`src/vsr_pkg.sv`:
```
// package: constants, field layouts and carrier types of the code-select setpoint receiver
package vsr_pkg;
   // command port offsets (byte codes of the serial commands)
   localparam logic [7:0]  ADDR_STATUS     = 8'h00;
   localparam logic [7:0]  ADDR_CODE_SETUP = 8'hBB;
   localparam logic [7:0]  ADDR_RAIL1_CODE = 8'hBC;
   localparam logic [7:0]  ADDR_RAIL2_CODE = 8'hBD;
   localparam logic [7:0]  ADDR_ROM_ENTRY  = 8'hD6;
   // code setup word layout
   localparam int          F_MODE_LSB      = 0;
   localparam int          F_LOW_LSB       = 2;
   localparam int          F_HIGH_LSB      = 12;
   localparam int          F_INIT_LSB      = 22;
   // setup reset values
   localparam logic [9:0]  RST_LOW         = 10'h000;
   localparam logic [9:0]  RST_HIGH        = 10'h3FF;
   localparam logic [7:0]  RST_INIT        = 8'h00;
   // divisors 2^width - 1 for the three code widths
   localparam logic [7:0]  DEN_FOUR        = 8'h0F;
   localparam logic [7:0]  DEN_SIX         = 8'h3F;
   localparam logic [7:0]  DEN_EIGHT       = 8'hFF;
   localparam logic [4:0]  DIV_STEPS       = 5'h12;
   // timing
   localparam int          CLK_MHZ         = 250;
   localparam int          T_PAR_MIN_US    = 35;
   localparam int          T_PAR_MAX_US    = 135;
   localparam int          T_SER_MIN_US    = 28;
   localparam int          T_SER_MAX_US    = 140;
   localparam int          PAR_MIN_CYC     = T_PAR_MIN_US * CLK_MHZ;
   localparam int          PAR_MAX_CYC     = T_PAR_MAX_US * CLK_MHZ;
   localparam int          SER_MIN_CYC     = T_SER_MIN_US * CLK_MHZ;
   localparam int          SER_MAX_CYC     = T_SER_MAX_US * CLK_MHZ;
   localparam logic [7:0]  STARTUP_CYC     = 8'h10;

   typedef enum logic [1:0] {VSR_MODE_FOUR, VSR_MODE_SIX, VSR_MODE_EIGHT, VSR_MODE_RSVD} vsr_mode_e;
   localparam vsr_mode_e   RST_MODE        = VSR_MODE_SIX;

   typedef struct packed {
      logic [7:0] init_code;
      logic [9:0] high;
      logic [9:0] low;
      vsr_mode_e  mode;
   } vsr_cfg_s;

   typedef struct packed {
      logic sel;
      logic c;
      logic b;
      logic a;
   } vsr_pins_s;

   typedef struct packed {
      logic       upd;
      logic [9:0] setpoint;
      logic [7:0] code;
   } vsr_rail_s;
endpackage

```
`src/vsr_rail.sv`:
```
// module: one rail's code capture, setpoint arithmetic and response delay
`timescale 1ns/10ps
module vsr_rail import vsr_pkg::*; #(
   parameter int PAR_DLY = PAR_MIN_CYC,
   parameter int SER_DLY = SER_MIN_CYC
) (
   input  wire logic       i_clk,      // system clock
   input  wire logic       i_rstn,     // async reset, active low
   input  wire logic       i_ce,       // clock enable
   input  wire logic       i_run,      // normal operation
   input  wire vsr_cfg_s   i_cfg,      // code setup
   input  wire vsr_pins_s  i_pins,     // synchronised code pins
   input  wire logic       i_ser_wr,   // serial code command strobe
   input  wire logic [7:0] i_ser_code, // serial code
   input  wire logic       i_init,     // load power-up code
   output vsr_rail_s       o_rail      // setpoint, code, slew start
);
   typedef enum {ST_IDLE, ST_CALC, ST_WAIT} vsr_st_e;
   vsr_st_e     st_reg;
   logic        sel_q_reg;
   logic [2:0]  low_bits_reg;
   logic [8:0]  rem_reg;
   logic [17:0] num_reg;
   logic [7:0]  den_reg;
   logic [9:0]  low_reg;
   logic [9:0]  diff_reg;
   logic [15:0] cnt_reg;
   logic        src_par_reg;
   logic [15:0] age_reg;

   // edges on the filtered select level; data is already stable by then
   wire        fall     = sel_q_reg & ~i_pins.sel;
   wire        rise     = ~sel_q_reg & i_pins.sel;
   wire        par_on   = i_run & (i_cfg.mode == VSR_MODE_SIX);
   wire        ser_on   = i_run & (i_cfg.mode == VSR_MODE_EIGHT);
   wire        idle     = (st_reg == ST_IDLE);
   wire        par_go   = rise & par_on & idle;
   wire        ser_go   = i_ser_wr & ser_on & idle;
   wire        go       = par_go | ser_go | (i_init & idle);
   wire [7:0]  par_code = {2'b00, i_pins.c, i_pins.b, i_pins.a, low_bits_reg};
   wire [7:0]  go_code  = par_go ? par_code : (ser_go ? i_ser_code : i_cfg.init_code);
   wire [9:0]  go_diff  = (i_cfg.high > i_cfg.low) ? 10'(i_cfg.high - i_cfg.low) : 10'h000;
   wire [7:0]  go_den   = (i_cfg.mode == VSR_MODE_EIGHT) ? DEN_EIGHT :
                          (i_cfg.mode == VSR_MODE_FOUR) ? DEN_FOUR : DEN_SIX;
   wire [8:0]  trial    = {rem_reg[7:0], num_reg[17]};
   wire        ge       = trial >= {1'b0, den_reg};
   wire [15:0] dly      = src_par_reg ? 16'(PAR_DLY - 1) : 16'(SER_DLY - 1);

   // low half of a parallel code on the falling select edge
   always_ff @(posedge i_clk or negedge i_rstn) begin
      if (!i_rstn) begin
         sel_q_reg    <= 1'b0;
         low_bits_reg <= 3'h0;
      end else if (i_ce) begin
         sel_q_reg <= i_pins.sel;
         if (fall && par_on) begin
            low_bits_reg <= {i_pins.c, i_pins.b, i_pins.a};
         end
      end
   end

   // restoring divide of code*(high-low) by 2^width-1, then the response wait
   always_ff @(posedge i_clk or negedge i_rstn) begin
      if (!i_rstn) begin
         st_reg      <= ST_IDLE;
         rem_reg     <= 9'h000;
         num_reg     <= 18'h00000;
         den_reg     <= 8'h00;
         low_reg     <= 10'h000;
         diff_reg    <= 10'h000;
         cnt_reg     <= 16'h0000;
         src_par_reg <= 1'b0;
         o_rail      <= '0;
      end else if (i_ce) begin
         o_rail.upd <= 1'b0;
         case (st_reg)
            ST_IDLE: begin
               if (go) begin
                  o_rail.code <= go_code;
                  num_reg     <= 18'(go_code * go_diff);
                  rem_reg     <= 9'h000;
                  den_reg     <= go_den;
                  low_reg     <= i_cfg.low;
                  diff_reg    <= go_diff;
                  src_par_reg <= par_go;
                  cnt_reg     <= 16'(DIV_STEPS - 5'h01);
                  st_reg      <= ST_CALC;
               end
            end
            ST_CALC: begin
               rem_reg <= ge ? 9'(trial - {1'b0, den_reg}) : trial;
               num_reg <= {num_reg[16:0], ge};
               cnt_reg <= cnt_reg - 16'h0001;
               if (cnt_reg == 16'h0000) begin
                  cnt_reg <= dly;
                  st_reg  <= ST_WAIT;
               end
            end
            ST_WAIT: begin
               cnt_reg <= cnt_reg - 16'h0001;
               if (cnt_reg == 16'h0000) begin
                  o_rail.setpoint <= 10'(low_reg + num_reg[9:0]);
                  o_rail.upd      <= 1'b1;
                  st_reg          <= ST_IDLE;
               end
            end
            default: st_reg <= ST_IDLE;
         endcase
      end
   end

   // helper: cycles since the code was taken, read only by the checks below
   always_ff @(posedge i_clk or negedge i_rstn) begin
      if (!i_rstn) begin
         age_reg <= 16'h0000;
      end else if (i_ce) begin
         age_reg <= idle ? 16'h0000 : age_reg + 16'h0001;
      end
   end
endmodule // vsr_rail

```
`src/vsr_sync.sv`:
```
// module: three-stage synchroniser with agreement filter, one per bit
`timescale 1ns/10ps
module vsr_sync import vsr_pkg::*; #(
   parameter int W = 4
) (
   input  wire logic         i_clk,    // system clock
   input  wire logic         i_rstn,   // async reset, active low
   input  wire logic         i_ce,     // clock enable
   input  wire logic [W-1:0] i_async,  // pins from outside the domain
   output logic      [W-1:0] o_level   // filtered level
);
   logic [W-1:0] s1_reg;
   logic [W-1:0] s2_reg;
   logic [W-1:0] s3_reg;

   genvar g;
   generate
      for (g = 0; g < W; g++) begin : g_bit
         // s1 feeds only s2; a change counts once s2 and s3 agree
         always_ff @(posedge i_clk or negedge i_rstn) begin
            if (!i_rstn) begin
               s1_reg[g]  <= 1'b0;
               s2_reg[g]  <= 1'b0;
               s3_reg[g]  <= 1'b0;
               o_level[g] <= 1'b0;
            end else if (i_ce) begin
               s1_reg[g] <= i_async[g];
               s2_reg[g] <= s1_reg[g];
               s3_reg[g] <= s2_reg[g];
               if (s2_reg[g] == s3_reg[g]) begin
                  o_level[g] <= s3_reg[g];
               end
            end
         end

      end
   endgenerate
endmodule // vsr_sync

```
`src/vsr_top.sv`:
```
// module: top of the code-select setpoint receiver with command port and test-port pin sharing
//
// Operation
// - slew starts 35 to 135 us after rise
// - eight-bit mode ignores pins, takes command codes
// - command 0xBB sets mode, limits, power-up code
// - commands 0xBC/0xBD carry rail one/two codes
// - serial code applied 28 to 140 us later
// - message start to slew typically 169-314 us
// - test port off at reset, on by rom-entry
// - blank config flash enables test port
// - invalid bus address enables test port
// - enabled test port takes over align pins
// - startup sequence then normal operation
// - held in reset while reset low
// - falling select captures bits 2:0
// - rising select captures bits 5:3, computes
// - reference equals code times slope plus low
`timescale 1ns/10ps
module vsr_top import vsr_pkg::*; #(
   parameter int PAR_DLY = PAR_MIN_CYC,  // cycles from select rise to slew start
   parameter int SER_DLY = SER_MIN_CYC   // cycles from serial code to slew start
) (
   input  wire logic            I_SYS_CLK,        // 250 MHz system clock
   input  wire logic            I_RESETN,         // external reset, active low
   input  wire logic            I_CE,             // clock enable
   input  wire logic [7:0]      I_ADDR,           // command port address
   input  wire logic [31:0]     I_WDATA,          // command port write data
   input  wire logic            I_WR,             // write strobe
   input  wire logic            I_RD,             // read strobe
   output logic      [31:0]     O_RDATA,          // read data, cycle after strobe
   input  wire vsr_pins_s [1:0] I_CODE_PINS,      // per-rail select and data lines
   input  wire logic            I_FLASH_BLANK,    // config flash blank strap
   input  wire logic            I_ADDR_INVALID,   // address pins decode invalid
   input  wire logic            I_TDI_ALIGN_PIN,  // shared test-in / align-in pin
   output logic                 O_TDO_ALIGN_PIN,  // shared test-out / align-out pin
   input  wire logic            I_PWM_ALIGN_OUT,  // align output from pwm logic
   input  wire logic            I_TEST_DO,        // test data out from test logic
   output logic                 O_PWM_ALIGN_IN,   // align input to pwm logic
   output logic                 O_TEST_DI,        // test data in to test logic
   output logic                 O_TEST_EN,        // test port enabled
   output logic                 O_RUNNING,        // startup done
   output vsr_rail_s [1:0]      O_RAIL            // per-rail code, setpoint, slew start
);
   vsr_cfg_s    cfg_reg;
   logic        test_en_reg;
   logic        running_reg;
   logic [7:0]  start_cnt_reg;
   logic        init_reg;
   logic [31:0] rdata_next;
   logic [5:0]  strap_lvl;
   logic [7:0]  pin_lvl;

   // command decode
   wire       wr_setup = I_WR & (I_ADDR == ADDR_CODE_SETUP);
   wire       wr_rom   = I_WR & (I_ADDR == ADDR_ROM_ENTRY);
   wire [1:0] rail_wr  = {I_WR & (I_ADDR == ADDR_RAIL2_CODE),
                          I_WR & (I_ADDR == ADDR_RAIL1_CODE)};
   wire       start_end = !running_reg && (start_cnt_reg == STARTUP_CYC);
   wire       tdi_lvl   = strap_lvl[2];

   // straps and shared input pin cross from outside the clock domain
   vsr_sync #(.W(6)) u_strap_sync (
      .i_clk   (I_SYS_CLK),
      .i_rstn  (I_RESETN),
      .i_ce    (I_CE),
      .i_async ({3'b000, I_TDI_ALIGN_PIN, I_ADDR_INVALID, I_FLASH_BLANK}),
      .o_level (strap_lvl)
   );

   // code pins of both rails, one synchroniser bank
   vsr_sync #(.W(8)) u_pin_sync (
      .i_clk   (I_SYS_CLK),
      .i_rstn  (I_RESETN),
      .i_ce    (I_CE),
      .i_async (I_CODE_PINS),
      .o_level (pin_lvl)
   );

   genvar r;
   generate
      for (r = 0; r < 2; r++) begin : g_rail
         // independent state per rail so one rail's codes never reach the other
         vsr_rail #(.PAR_DLY(PAR_DLY), .SER_DLY(SER_DLY)) u_rail (
            .i_clk      (I_SYS_CLK),
            .i_rstn     (I_RESETN),
            .i_ce       (I_CE),
            .i_run      (running_reg),
            .i_cfg      (cfg_reg),
            .i_pins     (vsr_pins_s'(pin_lvl[4*r +: 4])),
            .i_ser_wr   (rail_wr[r]),
            .i_ser_code (I_WDATA[7:0]),
            .i_init     (init_reg),
            .o_rail     (O_RAIL[r])
         );
      end
   endgenerate

   // startup sequence: reset release counts up to STARTUP_CYC, then straps are sampled
   always_ff @(posedge I_SYS_CLK or negedge I_RESETN) begin
      if (!I_RESETN) begin
         start_cnt_reg <= 8'h00;
         running_reg   <= 1'b0;
         init_reg      <= 1'b0;
      end else if (I_CE) begin
         init_reg <= start_end;
         if (!running_reg) begin
            start_cnt_reg <= start_cnt_reg + 8'h01;
         end
         if (start_end) begin
            running_reg <= 1'b1;
         end
      end
   end

   // code setup word; limits and mode take effect on the next code
   always_ff @(posedge I_SYS_CLK or negedge I_RESETN) begin
      if (!I_RESETN) begin
         cfg_reg <= '{init_code: RST_INIT, high: RST_HIGH, low: RST_LOW, mode: RST_MODE};
      end else if (I_CE && wr_setup) begin
         cfg_reg.mode      <= vsr_mode_e'(I_WDATA[F_MODE_LSB +: 2]);
         cfg_reg.low       <= I_WDATA[F_LOW_LSB +: 10];
         cfg_reg.high      <= I_WDATA[F_HIGH_LSB +: 10];
         cfg_reg.init_code <= I_WDATA[F_INIT_LSB +: 8];
      end
   end

   // test port: off at reset; straps can only turn it on, never off
   always_ff @(posedge I_SYS_CLK or negedge I_RESETN) begin
      if (!I_RESETN) begin
         test_en_reg <= 1'b0;
      end else if (I_CE) begin
         if (wr_rom) begin
            test_en_reg <= 1'b1;
         end
         if (start_end && (strap_lvl[0] || strap_lvl[1])) begin
            test_en_reg <= 1'b1;
         end
      end
   end

   // shared pins: the align path is dead while the test port owns them
   always_ff @(posedge I_SYS_CLK or negedge I_RESETN) begin
      if (!I_RESETN) begin
         O_TDO_ALIGN_PIN <= 1'b0;
         O_PWM_ALIGN_IN  <= 1'b0;
         O_TEST_DI       <= 1'b0;
      end else if (I_CE) begin
         O_TDO_ALIGN_PIN <= test_en_reg ? I_TEST_DO : I_PWM_ALIGN_OUT;
         O_PWM_ALIGN_IN  <= ~test_en_reg & tdi_lvl;
         O_TEST_DI       <= test_en_reg & tdi_lvl;
      end
   end

   // read mux; unmapped and write-only offsets read zero
   always_comb begin
      rdata_next = 32'h00000000;
      case (I_ADDR)
         ADDR_STATUS:     rdata_next = {30'h00000000, test_en_reg, running_reg};
         ADDR_CODE_SETUP: rdata_next = {2'b00, cfg_reg};
         ADDR_RAIL1_CODE: rdata_next = {14'h0000, O_RAIL[0].setpoint, O_RAIL[0].code};
         ADDR_RAIL2_CODE: rdata_next = {14'h0000, O_RAIL[1].setpoint, O_RAIL[1].code};
         default:         rdata_next = 32'h00000000;
      endcase
   end

   // read data stands only in the cycle after the strobe
   always_ff @(posedge I_SYS_CLK or negedge I_RESETN) begin
      if (!I_RESETN) begin
         O_RDATA <= 32'h00000000;
      end else if (I_CE) begin
         O_RDATA <= I_RD ? rdata_next : 32'h00000000;
      end
   end

   assign O_TEST_EN = test_en_reg;
   assign O_RUNNING = running_reg;
endmodule // vsr_top
```
`config.mk`:
```
export PLATFORM = sky130hd
export DESIGN_NAME = vsr_top
export DESIGN_NICKNAME = d
export VERILOG_FILES = /design/src/vsr_pkg.sv /design/src/vsr_rail.sv /design/src/vsr_sync.sv /design/src/vsr_top.sv
export SDC_FILE = /design/constraint.sdc
export NUM_CORES = 1
export LEC_CHECK = 0
export BUFFER_PORTS_ARGS = -buffer_cell sky130_fd_sc_hd__clkbuf_2
export CORE_UTILIZATION = 45
export DETAILED_ROUTE_END_ITERATION = 10
export MAX_ROUTING_LAYER = met4
export PLACE_DENSITY_LB_ADDON = 0.05
export SYNTH_ARGS = -nofsm -noshare
export SYNTH_HDL_FRONTEND = slang
export SYNTH_SLANG_ARGS = --single-unit
```
`constraint.sdc`:
```
create_clock -name I_SYS_CLK -period 10.55 [get_ports I_SYS_CLK]
set_input_delay 1.5825 -clock I_SYS_CLK [delete_from_list [all_inputs] [get_ports I_SYS_CLK]]
set_output_delay 1.5825 -clock I_SYS_CLK [all_outputs]
set_load 0.02 [all_outputs]
```
# After elaboration in Yosys (flattened, before gate mapping)
# Index checks and enable logic that the tools add are counted.
# Widths: inputs -> output; s select.
[classes]
magnitude_cmp = 3
n_eq_ne = 28
addsub = 8
reduce_logical = 46
muxes = 42
bitwise = 32
mul = 2
[ops]
columns = ["cell", "n"]
rows = [
  ["$mux 32", 7],
  ["$pmux 32 s3", 2],
  ["$logic_not 32->1", 4],
  ["$pmux 30 s4", 1],
  ["$pmux 16 s3", 2],
  ["$mux 8", 9],
  ["$pmux 18 s2", 2],
  ["$eq 32x1->1 const B", 2],
  ["$eq 32x2->1 const B", 2],
  ["$mux 16", 4],
  ["$mux 11", 4],
  ["$mul 8x10->18", 2],
  ["$mux 18", 2],
  ["$eq 8x8->1 const B", 4],
  ["$logic_not 16->1", 2],
  ["$pmux 8 s2", 2],
  ["$reduce_and 2->1", 16],
  ["$sub 16x1->16 const B", 2],
  ["$mux 14", 2],
  ["$reduce_and 3->1", 8],
  ["$and 1x1->1", 22],
  ["$add 10x10->10", 2],
  ["$ge 9x8->1", 2],
  ["$sub 8x8->8", 2],
  ["other kinds (21)", 54],
]
[totals]
wordCells = 241
register_bits = 352
input_bits = 58
out_inout_bits = 75

# Longest topological paths before layout
# Gate-level depths: netlist of run 1.
[depth]
word_depth = 9
ltp_mapped = 27
depth_no_buf = 26

# Cells and area by module
# From an unflattened synthesis of run 1, not the netlist that was laid out.
[hier_totals]
cells_unflattened = 2232
area_unflattened_um2 = 20866.3
[by_module_without_submodules]
columns = ["module", "seq_area_each_um2", "cells_per_inst", "area_each_um2", "n_inst"]
rows = [
  ["vsr_rail (g_rail[0].u_rail)", 2026.9, 888, 7607.3, 1],
  ["vsr_rail (g_rail[1].u_rail)", 2026.9, 868, 7514.7, 1],
  ["vsr_top", 1865.5, 302, 3450.8, 1],
  ["vsr_sync (u_pin_sync)", 800.8, 101, 1326.3, 1],
  ["vsr_sync (u_strap_sync)", 600.6, 73, 967.2, 1],
]

# Worst setup path before layout of run 1
# No wires, ideal clock.
[synth_path]
kind = "input port to flip-flop"
startpoint = "input I_ADDR[7]"
endpoint = "register g_rail[1].u_rail.num_reg[15]"
required_time_ps = 10468
cell_stages = 22
path_slack_ps = 3298
setup_ps = 82
path_buffers = 2
arrival_ps = 7170
path_cell_list = "nand4_1 or4_1 buf_2 mux2i_1 or2_2 clkbuf_1 or2_2 fa_1 fa_1 inv_1 fa_1 inv_1 fa_1 inv_1 ha_1 nand3_1 o21bai_1 a211oi_1 o211ai_1 and3_1 or3_1 a31oi_1"
[synth_between]
elab_chain_len = 9
word_cells_on_any_way = 13
classes_between = "1 x mul; 2 x eq/ne; 4 x mux; 5 x bitwise; 1 x reduce/logical"
[synth_rtl]
columns = ["element", "line_no", "rtl"]
rows = [
  ["start, declared", "vsr_top.sv:27", "input wire logic [7:0] I_ADDR,"],
  ["$eq 8x8->1 (*)", "vsr_top.sv:57", "wire [1:0] rail_wr = {I_WR & (I_ADDR == ADDR_RAIL2_CODE),"],
  ["$and 1x1->1 (*)", "vsr_top.sv:57", ""],
  ["$and 1x1->1 (*) (2 in series)", "vsr_rail.sv:38", "wire ser_go = i_ser_wr & ser_on & idle;"],
  ["$mux 8 (2 in series)", "vsr_rail.sv:41", "wire [7:0] go_code = par_go ? par_code : (ser_go ? i_ser_code : i_cfg.init_code);"],
  ["$mul 8x10->18", "vsr_rail.sv:80", "num_reg <= 18'(go_code * go_diff);"],
  ["$mux 18", "vsr_rail.sv:78", "if (go) begin"],
  ["$pmux 18 s2", "vsr_rail.sv:76", "case (st_reg)"],
  ["end signal, assigned", "vsr_rail.sv:80", ""],
  ["end signal, assigned", "vsr_rail.sv:92", "num_reg <= {num_reg[16:0], ge};"],
  ["end, declared", "vsr_rail.sv:23", "logic [17:0] num_reg;"],
]
# Mark *: on every way between the ends. The rest lies on a longest branch, timed or not. The select of a mux whose other input is x is not followed.
# A chain may end at the register's enable or synchronous reset.

# Worst setup path in the final report of run 1
# Same ends and word-level chain as after synthesis.

==> metrics.cfg, run 1 <==
[status]
status = finished, final reports clean

[floorplan]
dieHeight_um = 211.0
coreArea_um2 = 43080
initial_core_util_pct = 45.65
die_x_um = 211.0
dieArea_um2 = 44530
ioPinCount = 133
core.rowCount = 76

[worst_setup_path]
cpMostUsedCell = fa_1
startpoint = I_ADDR[7]
crit_path_top_delay_cell = or4_1
cp_cell_sequence = clkbuf_2 > nand4_1 > or4_1 > mux2i_1 > nor2_1 > a21oi_1 > or2b_1 > nor2_1 > fa_1 > fa_1 > fa_1 > inv_1 > fa_1 > inv_1 > ha_1 > nand3_1 > o21bai_1 > a211oi_1 > o211ai_1 > and3_1 > or3_1 > a31oi_1
r2r_end = g_rail[1].u_rail.num_reg[15]
arrival_ps = 8220
crit_fanout = 8
path_buf_inv = 3
slowest_delay_ps = 800
crit_required_ps = 11030
critPathKind = in2reg
rr_worst_depth = 25
cp_top_family = adder cells
timing.rr.start = cfg_reg[2]
crit_cells = 22
r2r_slack_ps = 3040
cp-end-kind = flop
start_kind = primary input
crit_end = g_rail[1].u_rail.num_reg[15]

[pwr]
p_leak_nw = 10.51
total_power_w = 0.003628
ir_worst_vdd_mv = 0.1513
p_per_area_nw_per_um2 = 164.1

[route]
avgRoutedWirePerCell_um = 19.55
firstDrtPassIters = 5
drt_iter0_drc = 1097
routed_via_density = 5.464
drc = 0
wl_um = 55550
num_vias = 15520
ant_nets = 0

[clock_network]
cts_tree = done
post_cts_buffers = 0
cts_hold_buf = 0
postCtsResizedCells = 0
cts_root_buf = clkbuf_16
cts_buffer_depth = 3
clk_pin_slew_ps = 60
cts_sinks = 280
htreeDepth = 2
cts_buffers = 36
clk_latency_ps = 560

[sta]
final.setup.tns_ps = 0
finalCritPeriodShare_pct = 73.34
rsz0062_at_grt = no
period_minus_slack_ps = 7738
worst_pin_slew_ps = 1091
finalSetupViolations = 0
fmax_mhz = 129.2
finalHoldViolations = 0
worst_clock_skew_ps = 16.62
finalMaxSlewViolations = 0
relSlewSlack_pct = 26.89
worst_hold_slack_ps = 475.1

[worst_hold_path]
hold_class = reg2reg

[place]
finalWeightedCongestion = 0.8806
port_buffers = 128
hpwl_um = 41440
placed_area_um2 = 20950

[synth]
synth_warnings = 0
synth_area_per_cell_um2 = 9.249
synthArstFlopShare_pct = 100.0
yosys_register_bits = 280
synth_flop_cell = dfrtp_1
synth-edff-count = 0
netlist_area_um2 = 19660
yosys.area.top_type = dfrtp_1
yosysTopAreaCellShare_pct = 34.23
yosysUniqueCellTypes = 79
netlist_top_cells_area = dfrtp_1 34%, fa_1 10%, ha_1 8.5%, nor2_1 4.6%, mux2_2 4.6%
yosysSeqAreaShare_pct = 35.70
synth_cells = 2126

[grt]
grt_usage_pct = 26.78
overflow = 0
grt_max_degree = 111
grt_antenna_before_repair = 1
grt_pass1_wl_um = 89020
grt_pass1_vias = 15900

[job]
drv_cap = 0

[finish]
fin_util_pct = 51.34
largest_reg_flops = 38
final_common_cell = dfrtp_1
final_cell_mix = 269 x dfrtp_1, 243 x nor2_1, 207 x inv_1
syn_to_final_growth_pct = 12.47
regArea_um2 = 7020
fin_nets = 2522
fillers = 4037
multi_input_area_um2 = 11580
drive_above_1_share_pct = 15.57
final_cell_area_um2 = 22120

## logic make-up after synthesis
| logic type | count (synthesis) | share of synthesized area (%) |
|---|---|---|
| buffers and inverters | 297 | 5.835 |
| adder cells (fa/ha/maj) | 235 | 18.81 |
| flip-flops | 280 | 35.70 |
| AND/OR/NAND/NOR | 655 | 15.49 |
| other | 1 | 0.01907 |
| AO/OA/AOI/OAI | 484 | 15.14 |
| multiplexers | 116 | 6.421 |
| XOR/XNOR | 58 | 2.584 |
## metal layers
layer / GRT usage, % / vias to the layer above / wire, µm
met1: 35.31 / 7597 / 25120
met5: - / - / 0
li1: - / 7508 / -
met2: 41.79 / 339 / 25580
met4: 7.746 / 0 / 1664
met3: 5.337 / 78 / 3189
## synth_stat cells, types with 9 or more instances
cell type and instances:
dfrtp_1 269, nor2_1 243, inv_1 207, nand2_1 186, o21ai_0 182, ha_1 134, a21oi_1 109, fa_1 101
mux2_2 81, clkbuf_1 69, xnor2_1 38, mux2i_1 35, nand3_1 34, nand2b_1 30, nor3_1 29, or2_2 29
a21o_1 26, o22ai_1 23, nor2b_1 21, xor2_1 20, a222oi_1 18, and3_1 13, o211ai_1 13, o21a_1 12
o31ai_1 12, a211oi_1 11, a31oi_1 11, buf_2 11, dfstp_2 11, or3_1 11, o21bai_1 9, or4_1 9
## worst min path at each step
stage | start | end | slack (ps) | cells after the start
after floorplan | g_rail[1].u_rail.cnt_reg[15] | g_rail[1].u_rail.cnt_reg[15] | 440 | 1
after global placement | g_rail[1].u_rail.cnt_reg[6] | g_rail[1].u_rail.cnt_reg[6] | 460 | 1
after detailed placement | g_rail[1].u_rail.cnt_reg[6] | g_rail[1].u_rail.cnt_reg[6] | 460 | 1
after CTS | g_rail[1].u_rail.cnt_reg[6] | g_rail[1].u_rail.cnt_reg[6] | 480 | 1
after global routing | g_rail[1].u_rail.cnt_reg[6] | g_rail[1].u_rail.cnt_reg[6] | 500 | 1
final | g_rail[1].u_rail.cnt_reg[6] | g_rail[1].u_rail.cnt_reg[6] | 480 | 1
## power by group
part | switching (W) | total [W] | internal [W]
clock network | 0.000485 | 0.00121 | 0.000728
registers | 0.000154 | 0.00136 | 0.00121
logic | 0.000683 | 0.00105 | 0.000368
## through the flow
step / setup WS, ps / std cells
3_5_place_dp: 2333 / 2776
2_1_floorplan: 3298 / 2127
6_report: 2812 / 2841
5_1_grt: 2467 / 2841
3_3_place_gp: 2361 / 2776
4_1_cts: 2894 / 2840
## cell type report
cell class	count	area share, %
timing repair buffer	153	3.802
multi-input combinational	1550	52.35
clock buffer	55	4.854
antenna	1	0.01132
inverter	208	3.530
sequential	280	31.75
clock inverter	9	0.3960
tap	585	3.310
Power figures use the tool's default switching activity.
==> run 2, diff against run 1 <==
--- a/config.mk
+++ b/config.mk
@@ -5,6 +5,7 @@
 export SDC_FILE = /design/constraint.sdc
 export NUM_CORES = 1
 export LEC_CHECK = 0
+export ABC_AREA = 1
 export BUFFER_PORTS_ARGS = -buffer_cell sky130_fd_sc_hd__clkbuf_2
 export CORE_UTILIZATION = 45
 export DETAILED_ROUTE_END_ITERATION = 10
==> constraint.sdc (replaced) <==
create_clock -name I_SYS_CLK -period 6.85 [get_ports I_SYS_CLK]
set_input_delay 1.0275 -clock I_SYS_CLK [delete_from_list [all_inputs] [get_ports I_SYS_CLK]]
set_output_delay 1.0275 -clock I_SYS_CLK [all_outputs]
set_load 0.02 [all_outputs]
==> run 2 against run 1 <==
Clock skew is essentially flat. Clock power is 70% higher. Die area increased by 6.6%. Register-to-register slack lost 2400 ps. Total power grew 100%. Worst hold slack worse by 34 ps. Synthesized area increased by 6.7%. Sequential share of layout area down 1.8 points. Sequential cell count did not move. Routed wire length increased by 12%. Critical path type is now reg2reg. Critical endpoint is now g_rail[0].u_rail.num_reg[17].
==> metrics.cfg, run 2 <==
[status]
status = finished, final reports clean

[clock_network]
cts_sinks = 280  ; unchanged
cts_root_buf = clkbuf_16
cts_hold_buf = 0  ; unchanged
htreeDepth = 2  ; unchanged
post_cts_buffers = 0  ; unchanged
cts_buffers = 37  ; +2.8%
clk_pin_slew_ps = 60  ; about the same
cts_tree = done
clk_latency_ps = 570  ; about the same
postCtsResizedCells = 0  ; unchanged
cts_buffer_depth = 3  ; unchanged

[finish]
drive_above_1_share_pct = 11.21  ; -4.4 points
fillers = 4543  ; +13%
regArea_um2 = 7020  ; unchanged
multi_input_area_um2 = 12070  ; +4.2%
final_cell_area_um2 = 23480  ; +6.2%
fin_nets = 3139  ; +24%
syn_to_final_growth_pct = 11.94
final_cell_mix = 749 x nand2_1, 366 x inv_1, 323 x nor2_1
final_common_cell = nand2_1
largest_reg_flops = 38  ; unchanged

[synth]
yosysUniqueCellTypes = 56  ; -29%
yosysSeqAreaShare_pct = 33.47  ; -2.2 points
synth-edff-count = 0  ; unchanged
yosys_register_bits = 280  ; unchanged
synth_warnings = 0  ; unchanged
netlist_top_cells_area = dfrtp_1 32%, nand2_1 13%, fa_1 9.6%, ha_1 8.0%, inv_1 6.6%
synth_flop_cell = dfrtp_1
yosys.area.top_type = dfrtp_1
synth_cells = 2729  ; +28%
yosysMostFrequentCell = nand2_1
synthArstFlopShare_pct = 100.0  ; unchanged
netlist_top_cells_count = 749 x nand2_1, 367 x inv_1, 323 x nor2_1
synth_area_per_cell_um2 = 7.687  ; -17%
yosysTopAreaCellShare_pct = 32.09  ; -2.1 points
netlist_area_um2 = 20980  ; +6.7%

[route]
ant_nets = 0  ; unchanged
drt_iter0_drc = 1288  ; +17%
firstDrtPassIters = 6  ; +1
routed_via_density = 5.221  ; -4.4%
num_vias = 18140  ; +17%
avgRoutedWirePerCell_um = 17.85  ; -8.7%
wl_um = 62020  ; +12%
drc = 0  ; unchanged

[worst_setup_path]
rr_worst_depth = 27  ; +8.0%
start_kind = flop
crit_fanout = 14  ; +6
startpoint = cfg_reg[12]
crit_end = g_rail[0].u_rail.num_reg[17]
r2r_slack_ps = 670  ; -2370 ps
timing.rr.start = cfg_reg[12]
cp-end-kind = flop
crit_required_ps = 7290  ; -3740 ps
critPathKind = reg2reg
arrival_ps = 6630  ; -1590 ps
r2r_end = g_rail[0].u_rail.num_reg[17]

[place]
place_ws_ps = 386.1  ; -1947 ps
hpwl_um = 47690  ; +15%
placed_area_um2 = 22200  ; +6.0%
finalWeightedCongestion = 0.9565  ; +8.6%
port_buffers = 128  ; unchanged

[floorplan]
dieHeight_um = 217.9  ; +3.3%
core.rowCount = 78  ; +2.6%
ioPinCount = 133  ; unchanged
coreArea_um2 = 45670  ; +6.0%
initial_core_util_pct = 45.93  ; +0.28 points
die_x_um = 217.9  ; +3.3%
dieArea_um2 = 47480  ; +6.6%

[grt]
overflow = 0  ; unchanged
grt_antenna_before_repair = 2  ; +1
grt_max_degree = 133  ; +20%
grt_pass1_wl_um = 98240  ; +10%
grt_pass1_vias = 17620  ; +11%
grt_usage_pct = 27.64  ; +0.85 points

[sta]
worst_pin_slew_ps = 1039  ; -52.02 ps
finalCritPeriodShare_pct = 90.27
period_minus_slack_ps = 6184
finalMaxSlewViolations = 0  ; unchanged
relSlewSlack_pct = 30.25  ; +3.4 points
final.setup.tns_ps = 0  ; unchanged
rsz0062_at_grt = no
worst_clock_skew_ps = 17.09  ; +0.4780 ps
finalHoldViolations = 0  ; unchanged
worst_hold_slack_ps = 441.2  ; -33.83 ps
finalSetupViolations = 0  ; unchanged
fmax_mhz = 161.7
setup_ws_ps = 666.5  ; -2146 ps

[pwr]
ir_worst_vdd_mv = 0.2805  ; +85%
p_leak_nw = 12.64  ; +20%
p_per_area_nw_per_um2 = 311.2  ; +90%

[worst_hold_path]
hold_class = in2async

[job]
drv_cap = 0  ; unchanged

## run 2: cell type report
cell class | count | area share, %
antenna | 1 | 0.01066
clock inverter | 14 | 0.8792
sequential | 280 | 29.90
timing repair buffer | 162 | 3.911
tap | 600 | 3.197
inverter | 382 | 6.138
multi-input combinational | 1983 | 51.39
clock buffer | 52 | 4.572
## run 2: worst min path at each step
stage | endpoint | slack (ps) | depth (start not counted)
4_1_cts | O_PWM_ALIGN_IN | 450 | 1
6_report | start_cnt_reg[6] | 440 | 1
3_3_place_gp | g_rail[0].u_rail.num_reg[12] | 460 | 2
2_1_floorplan | g_rail[0].u_rail.num_reg[12] | 440 | 2
3_5_place_dp | start_cnt_reg[7] | 470 | 1
5_1_grt | O_PWM_ALIGN_IN | 480 | 1
## run 2: cell families (layout without fill, tap and decap cells)
group           after synthesis  in the layout  synth area share (%)
fa+ha+maj                   235            235                 17.63
buf+inv                     467            610                 9.024
compound gates              352            352                 10.19
flops                       280            280                 33.47
other cells                   1              3               0.01788
mux                          24             24                 1.288
xor+xnor                     58             58                 2.422
simple gates               1312           1312                 25.96
## run 2: per-stage QoR
stage	std cells	utilization, %	total power [W]
finish	3474	51.41	0.007308
global route	3474	51.41	0.007880
CTS	3473	51.41	0.007374
detailed placement	3407	48.60	0.005267
global placement	3407	48.60	0.005225
floorplan	2730	-	0.004423
## run 2: metal layers
layer | wire [µm] | global-route usage (%) | vias up | part of all wire, %
met2 | 27990 | 42.48 | 417 | 45
met5 | 0 | - | - | 0
met1 | 29160 | 37.60 | 8737 | 47
li1 | - | - | 8896 | -
met4 | 1848 | 8.881 | 0 | 3.0
met3 | 3024 | 3.821 | 89 | 4.9
## run 2: where the power goes
| group | internal (W) | leakage [nW] | switching (W) |
|---|---|---|---|
| sequential | 0.00197 | 3.60 | 0.000317 |
| combinational | 0.000972 | 8.42 | 0.00199 |
| clock | 0.00125 | 0.616 | 0.000806 |
| total | 0.00420 | 12.6 | 0.00311 |
## run 2: critical path, stage by stage, from the launching register on
cell     delay, ps
dfstp_2        360
inv_1          160
ha_1           200
inv_1           80
fa_1           460
nand3_1        120
nand3_1        120
nand2_1         90
nand2_1         60
xor2_1         150
nor2_1         210
inv_1          340
nor2_1         250
fa_1           460
fa_1           470
fa_1           560
inv_1           60
fa_1           530
inv_1           40
ha_1           360
nand2_1        130
nor2_1         210
and2_1         150
nand2_1         80
nand3_1         90
nand3_1         80
nand2_1        170
nand2_1         60
==> run 3, diff against run 2 <==
--- a/config.mk
+++ b/config.mk
@@ -5,7 +5,6 @@
 export SDC_FILE = /design/constraint.sdc
 export NUM_CORES = 1
 export LEC_CHECK = 0
-export ABC_AREA = 1
 export BUFFER_PORTS_ARGS = -buffer_cell sky130_fd_sc_hd__clkbuf_2
 export CORE_UTILIZATION = 45
 export DETAILED_ROUTE_END_ITERATION = 10
==> constraint.sdc (replaced) <==
create_clock -name I_SYS_CLK -period 6.5 [get_ports I_SYS_CLK]
set_input_delay 0.975 -clock I_SYS_CLK [delete_from_list [all_inputs] [get_ports I_SYS_CLK]]
set_output_delay 0.975 -clock I_SYS_CLK [all_outputs]
set_load 0.02 [all_outputs]
==> run 3 against run 2 <==
First-iteration DRC count fell by 11%. Highest routed layer unchanged. Utilization rose by 3.2 points. Final cell count fell by 14%. Non-clock buffer count rose by 141. Routed wire length fell by 7.0%. Maximum frequency fell by 1.6%. Total power fell by 17%. Worst hold slack improved by 32 ps. Setup slack got worse by 450 ps. Register-to-register slack got worse by 450 ps. Critical path depth fell by 3. Sequential power fell by 4%.
==> metrics.cfg, run 3 (synthesis results as in run 1) <==
[pwr]
pwr-share-comb_pct = 30.8  ; -9.7 points
p_sw_w = 0.002187  ; -30%
seq_power_share_pct = 36.0  ; +4.7 points
ir_worst_vdd_mv = 0.1783  ; -36%
total_power_w = 0.006092  ; -17%
p_per_area_nw_per_um2 = 259.0  ; -17%
clock_power_share_pct = 33.2  ; +5.0 points
switching_share_pct = 35.90  ; -6.7 points
p_leak_nw = 11.24  ; -11%
p_int_w = 0.003905  ; -6.9%

[floorplan]
core.rowCount = 76  ; -2.6%
ioPinCount = 133  ; unchanged
dieHeight_um = 211.0  ; -3.2%
die_x_um = 211.0  ; -3.2%
initial_core_util_pct = 45.65  ; -0.28 points
coreArea_um2 = 43080  ; -5.7%
dieArea_um2 = 44530  ; -6.2%

[place]
place_ws_ps = -294.3  ; -680.4 ps
hpwl_um = 43750  ; -8.2%
port_buffers = 128  ; unchanged
finalWeightedCongestion = 0.8957  ; -6.4%
dp_cells = 2920  ; -14%

[sta]
finalCritPeriodShare_pct = 96.70  ; +6.4 points
fmax_mhz = 159.1  ; -1.6%
finalHoldViolations = 0  ; unchanged
finalMaxSlewViolations = 0  ; unchanged
finalSetupViolations = 0  ; unchanged
worst_clock_skew_ps = 27.41  ; +10.32 ps
relSlewSlack_pct = 26.21  ; -4.0 points
setup_ws_ps = 214.7  ; -451.8 ps
worst_pin_slew_ps = 1104  ; +64.27 ps
period_minus_slack_ps = 6285  ; +101.8 ps

[finish]
syn_to_final_growth_pct = 19.61
largest_reg_flops = 38  ; unchanged
antenna_cells = 0  ; -1
stdcell_count = 2988  ; -14%
final_cell_mix = 268 x dfrtp_1, 234 x nor2_1, 204 x inv_1
fin_nets = 2671  ; -15%
final_common_cell = dfrtp_1
drive_above_1_share_pct = 22.43  ; +11 points

[grt]
grt_pass1_vias = 16680  ; -5.3%
grt_max_degree = 164  ; +23%
overflow = 0  ; unchanged
grt_antenna_before_repair = 1  ; -1
grt_pass1_wl_um = 91510  ; -6.8%
grt_usage_pct = 27.49  ; -0.15 points

[worst_setup_path]
crit_path_top_delay_cell = or4_4
cp-end-kind = flop
critPathKind = reg2reg
slowest_delay_ps = 560  ; about the same
cp_cell_sequence = inv_1 > fa_2 > a21o_1 > a21oi_2 > buf_4 > o21ai_0 > a21oi_1 > xor2_1 > or3_4 > nor2_4 > fa_1 > fa_1 > fa_1 > inv_1 > fa_1 > inv_1 > ha_4 > nand2_2 > or4_4 > a31oi_4 > o21a_1 > o21a_1 > o31ai_1 > mux2_2
cp_top_family = adder cells
crit_fanout = 3  ; -11
path_buf_inv = 4  ; -1
cpMostUsedCell = fa_1
start_kind = flop
arrival_ps = 6730  ; +100 ps
crit_required_ps = 6950  ; -340 ps

[route]
drc = 0  ; unchanged
firstDrtPassIters = 6  ; unchanged
avgRoutedWirePerCell_um = 19.29  ; +8.1%
ant_nets = 0  ; unchanged
drt_iter0_drc = 1150  ; -11%
wl_um = 57650  ; -7.0%
routed_via_density = 5.440  ; +4.2%
num_vias = 16260  ; -10%

[job]
drv_cap = 0  ; unchanged

[clock_network]
cts_sinks = 280  ; unchanged
htreeDepth = 2  ; unchanged
cts_tree = done
cts_buffer_depth = 3  ; unchanged
cts_buffers = 35  ; -5.4%
clk_pin_slew_ps = 60  ; about the same
cts_root_buf = clkbuf_16
clk_latency_ps = 560  ; about the same

[worst_hold_path]
hold_class = in2async

[status]
status = finished, final reports clean

run 3: final timing paths:
path	startpoint	end	slack [ps]	cells after the start
worst max-delay path	cfg_reg[3]	g_rail[1].u_rail.num_reg[14]	210	24
worst min-delay path	I_RESETN	u_strap_sync.o_level[2]	470	1
worst max register to register	cfg_reg[3]	g_rail[1].u_rail.num_reg[14]	210	24
worst min register to register	u_pin_sync.s3_reg[3]	u_pin_sync.o_level[3]	480	2
max in group asynchronous	I_RESETN	g_rail[0].u_rail.cnt_reg[5]	4600	2
min in group I_SYS_CLK	u_pin_sync.s3_reg[3]	u_pin_sync.o_level[3]	480	2
run 3: power groups by stage:
stage          logic, W  clock network, W  registers (W)
3_3_place_gp    0.00178                 0        0.00221
5_1_grt         0.00209           0.00215        0.00222
3_5_place_dp    0.00181                 0        0.00222
2_1_floorplan   0.00121                 0        0.00217
6_report        0.00187           0.00202        0.00219
4_1_cts         0.00183           0.00208        0.00219
run 3: metal layers:
layer / share of wire [%] / vias up / track usage (%)
li1: - / 7782 / -
met3: 5.7 / 108 / 5.248
met1: 44 / 7963 / 34.82
met5: 0 / - / -
met2: 47 / 402 / 43.97
met4: 3.4 / 0 / 9.620
run 3: cell type report:
class / instances / area, µm²
well taps: 585 / 732.0
repair buffers: 303 / 2036
clock inverters: 13 / 182.7
fillers: 4002 / 19560
flip-flops and latches: 280 / 7022
inverters: 208 / 780.7
multi-input cells: 1550 / 11770
clock buffers: 49 / 999.7
run 3: timing repair:
item | in CTS | in global routing
pin swaps | 0 | 21
setup endpoints to repair | 5 | 17
hold buffers | 0 | 0
resized for setup | 3 | 51
gates cloned | 0 | 1
buffers inserted | 0 | 5
run 3: metrics by stage:
stage	utilization, %	setup TNS [ps]	hold WS, ps	cell area [µm²]
floorplan	-	-7.255	438.4	19700
global placement	51.29	-1440	462.6	22090
detailed placement	51.29	-1838	472.2	22090
CTS	54.08	0	486.8	23290
global route	54.60	-206.6	514.9	23520
finish	54.60	0	473.5	23520
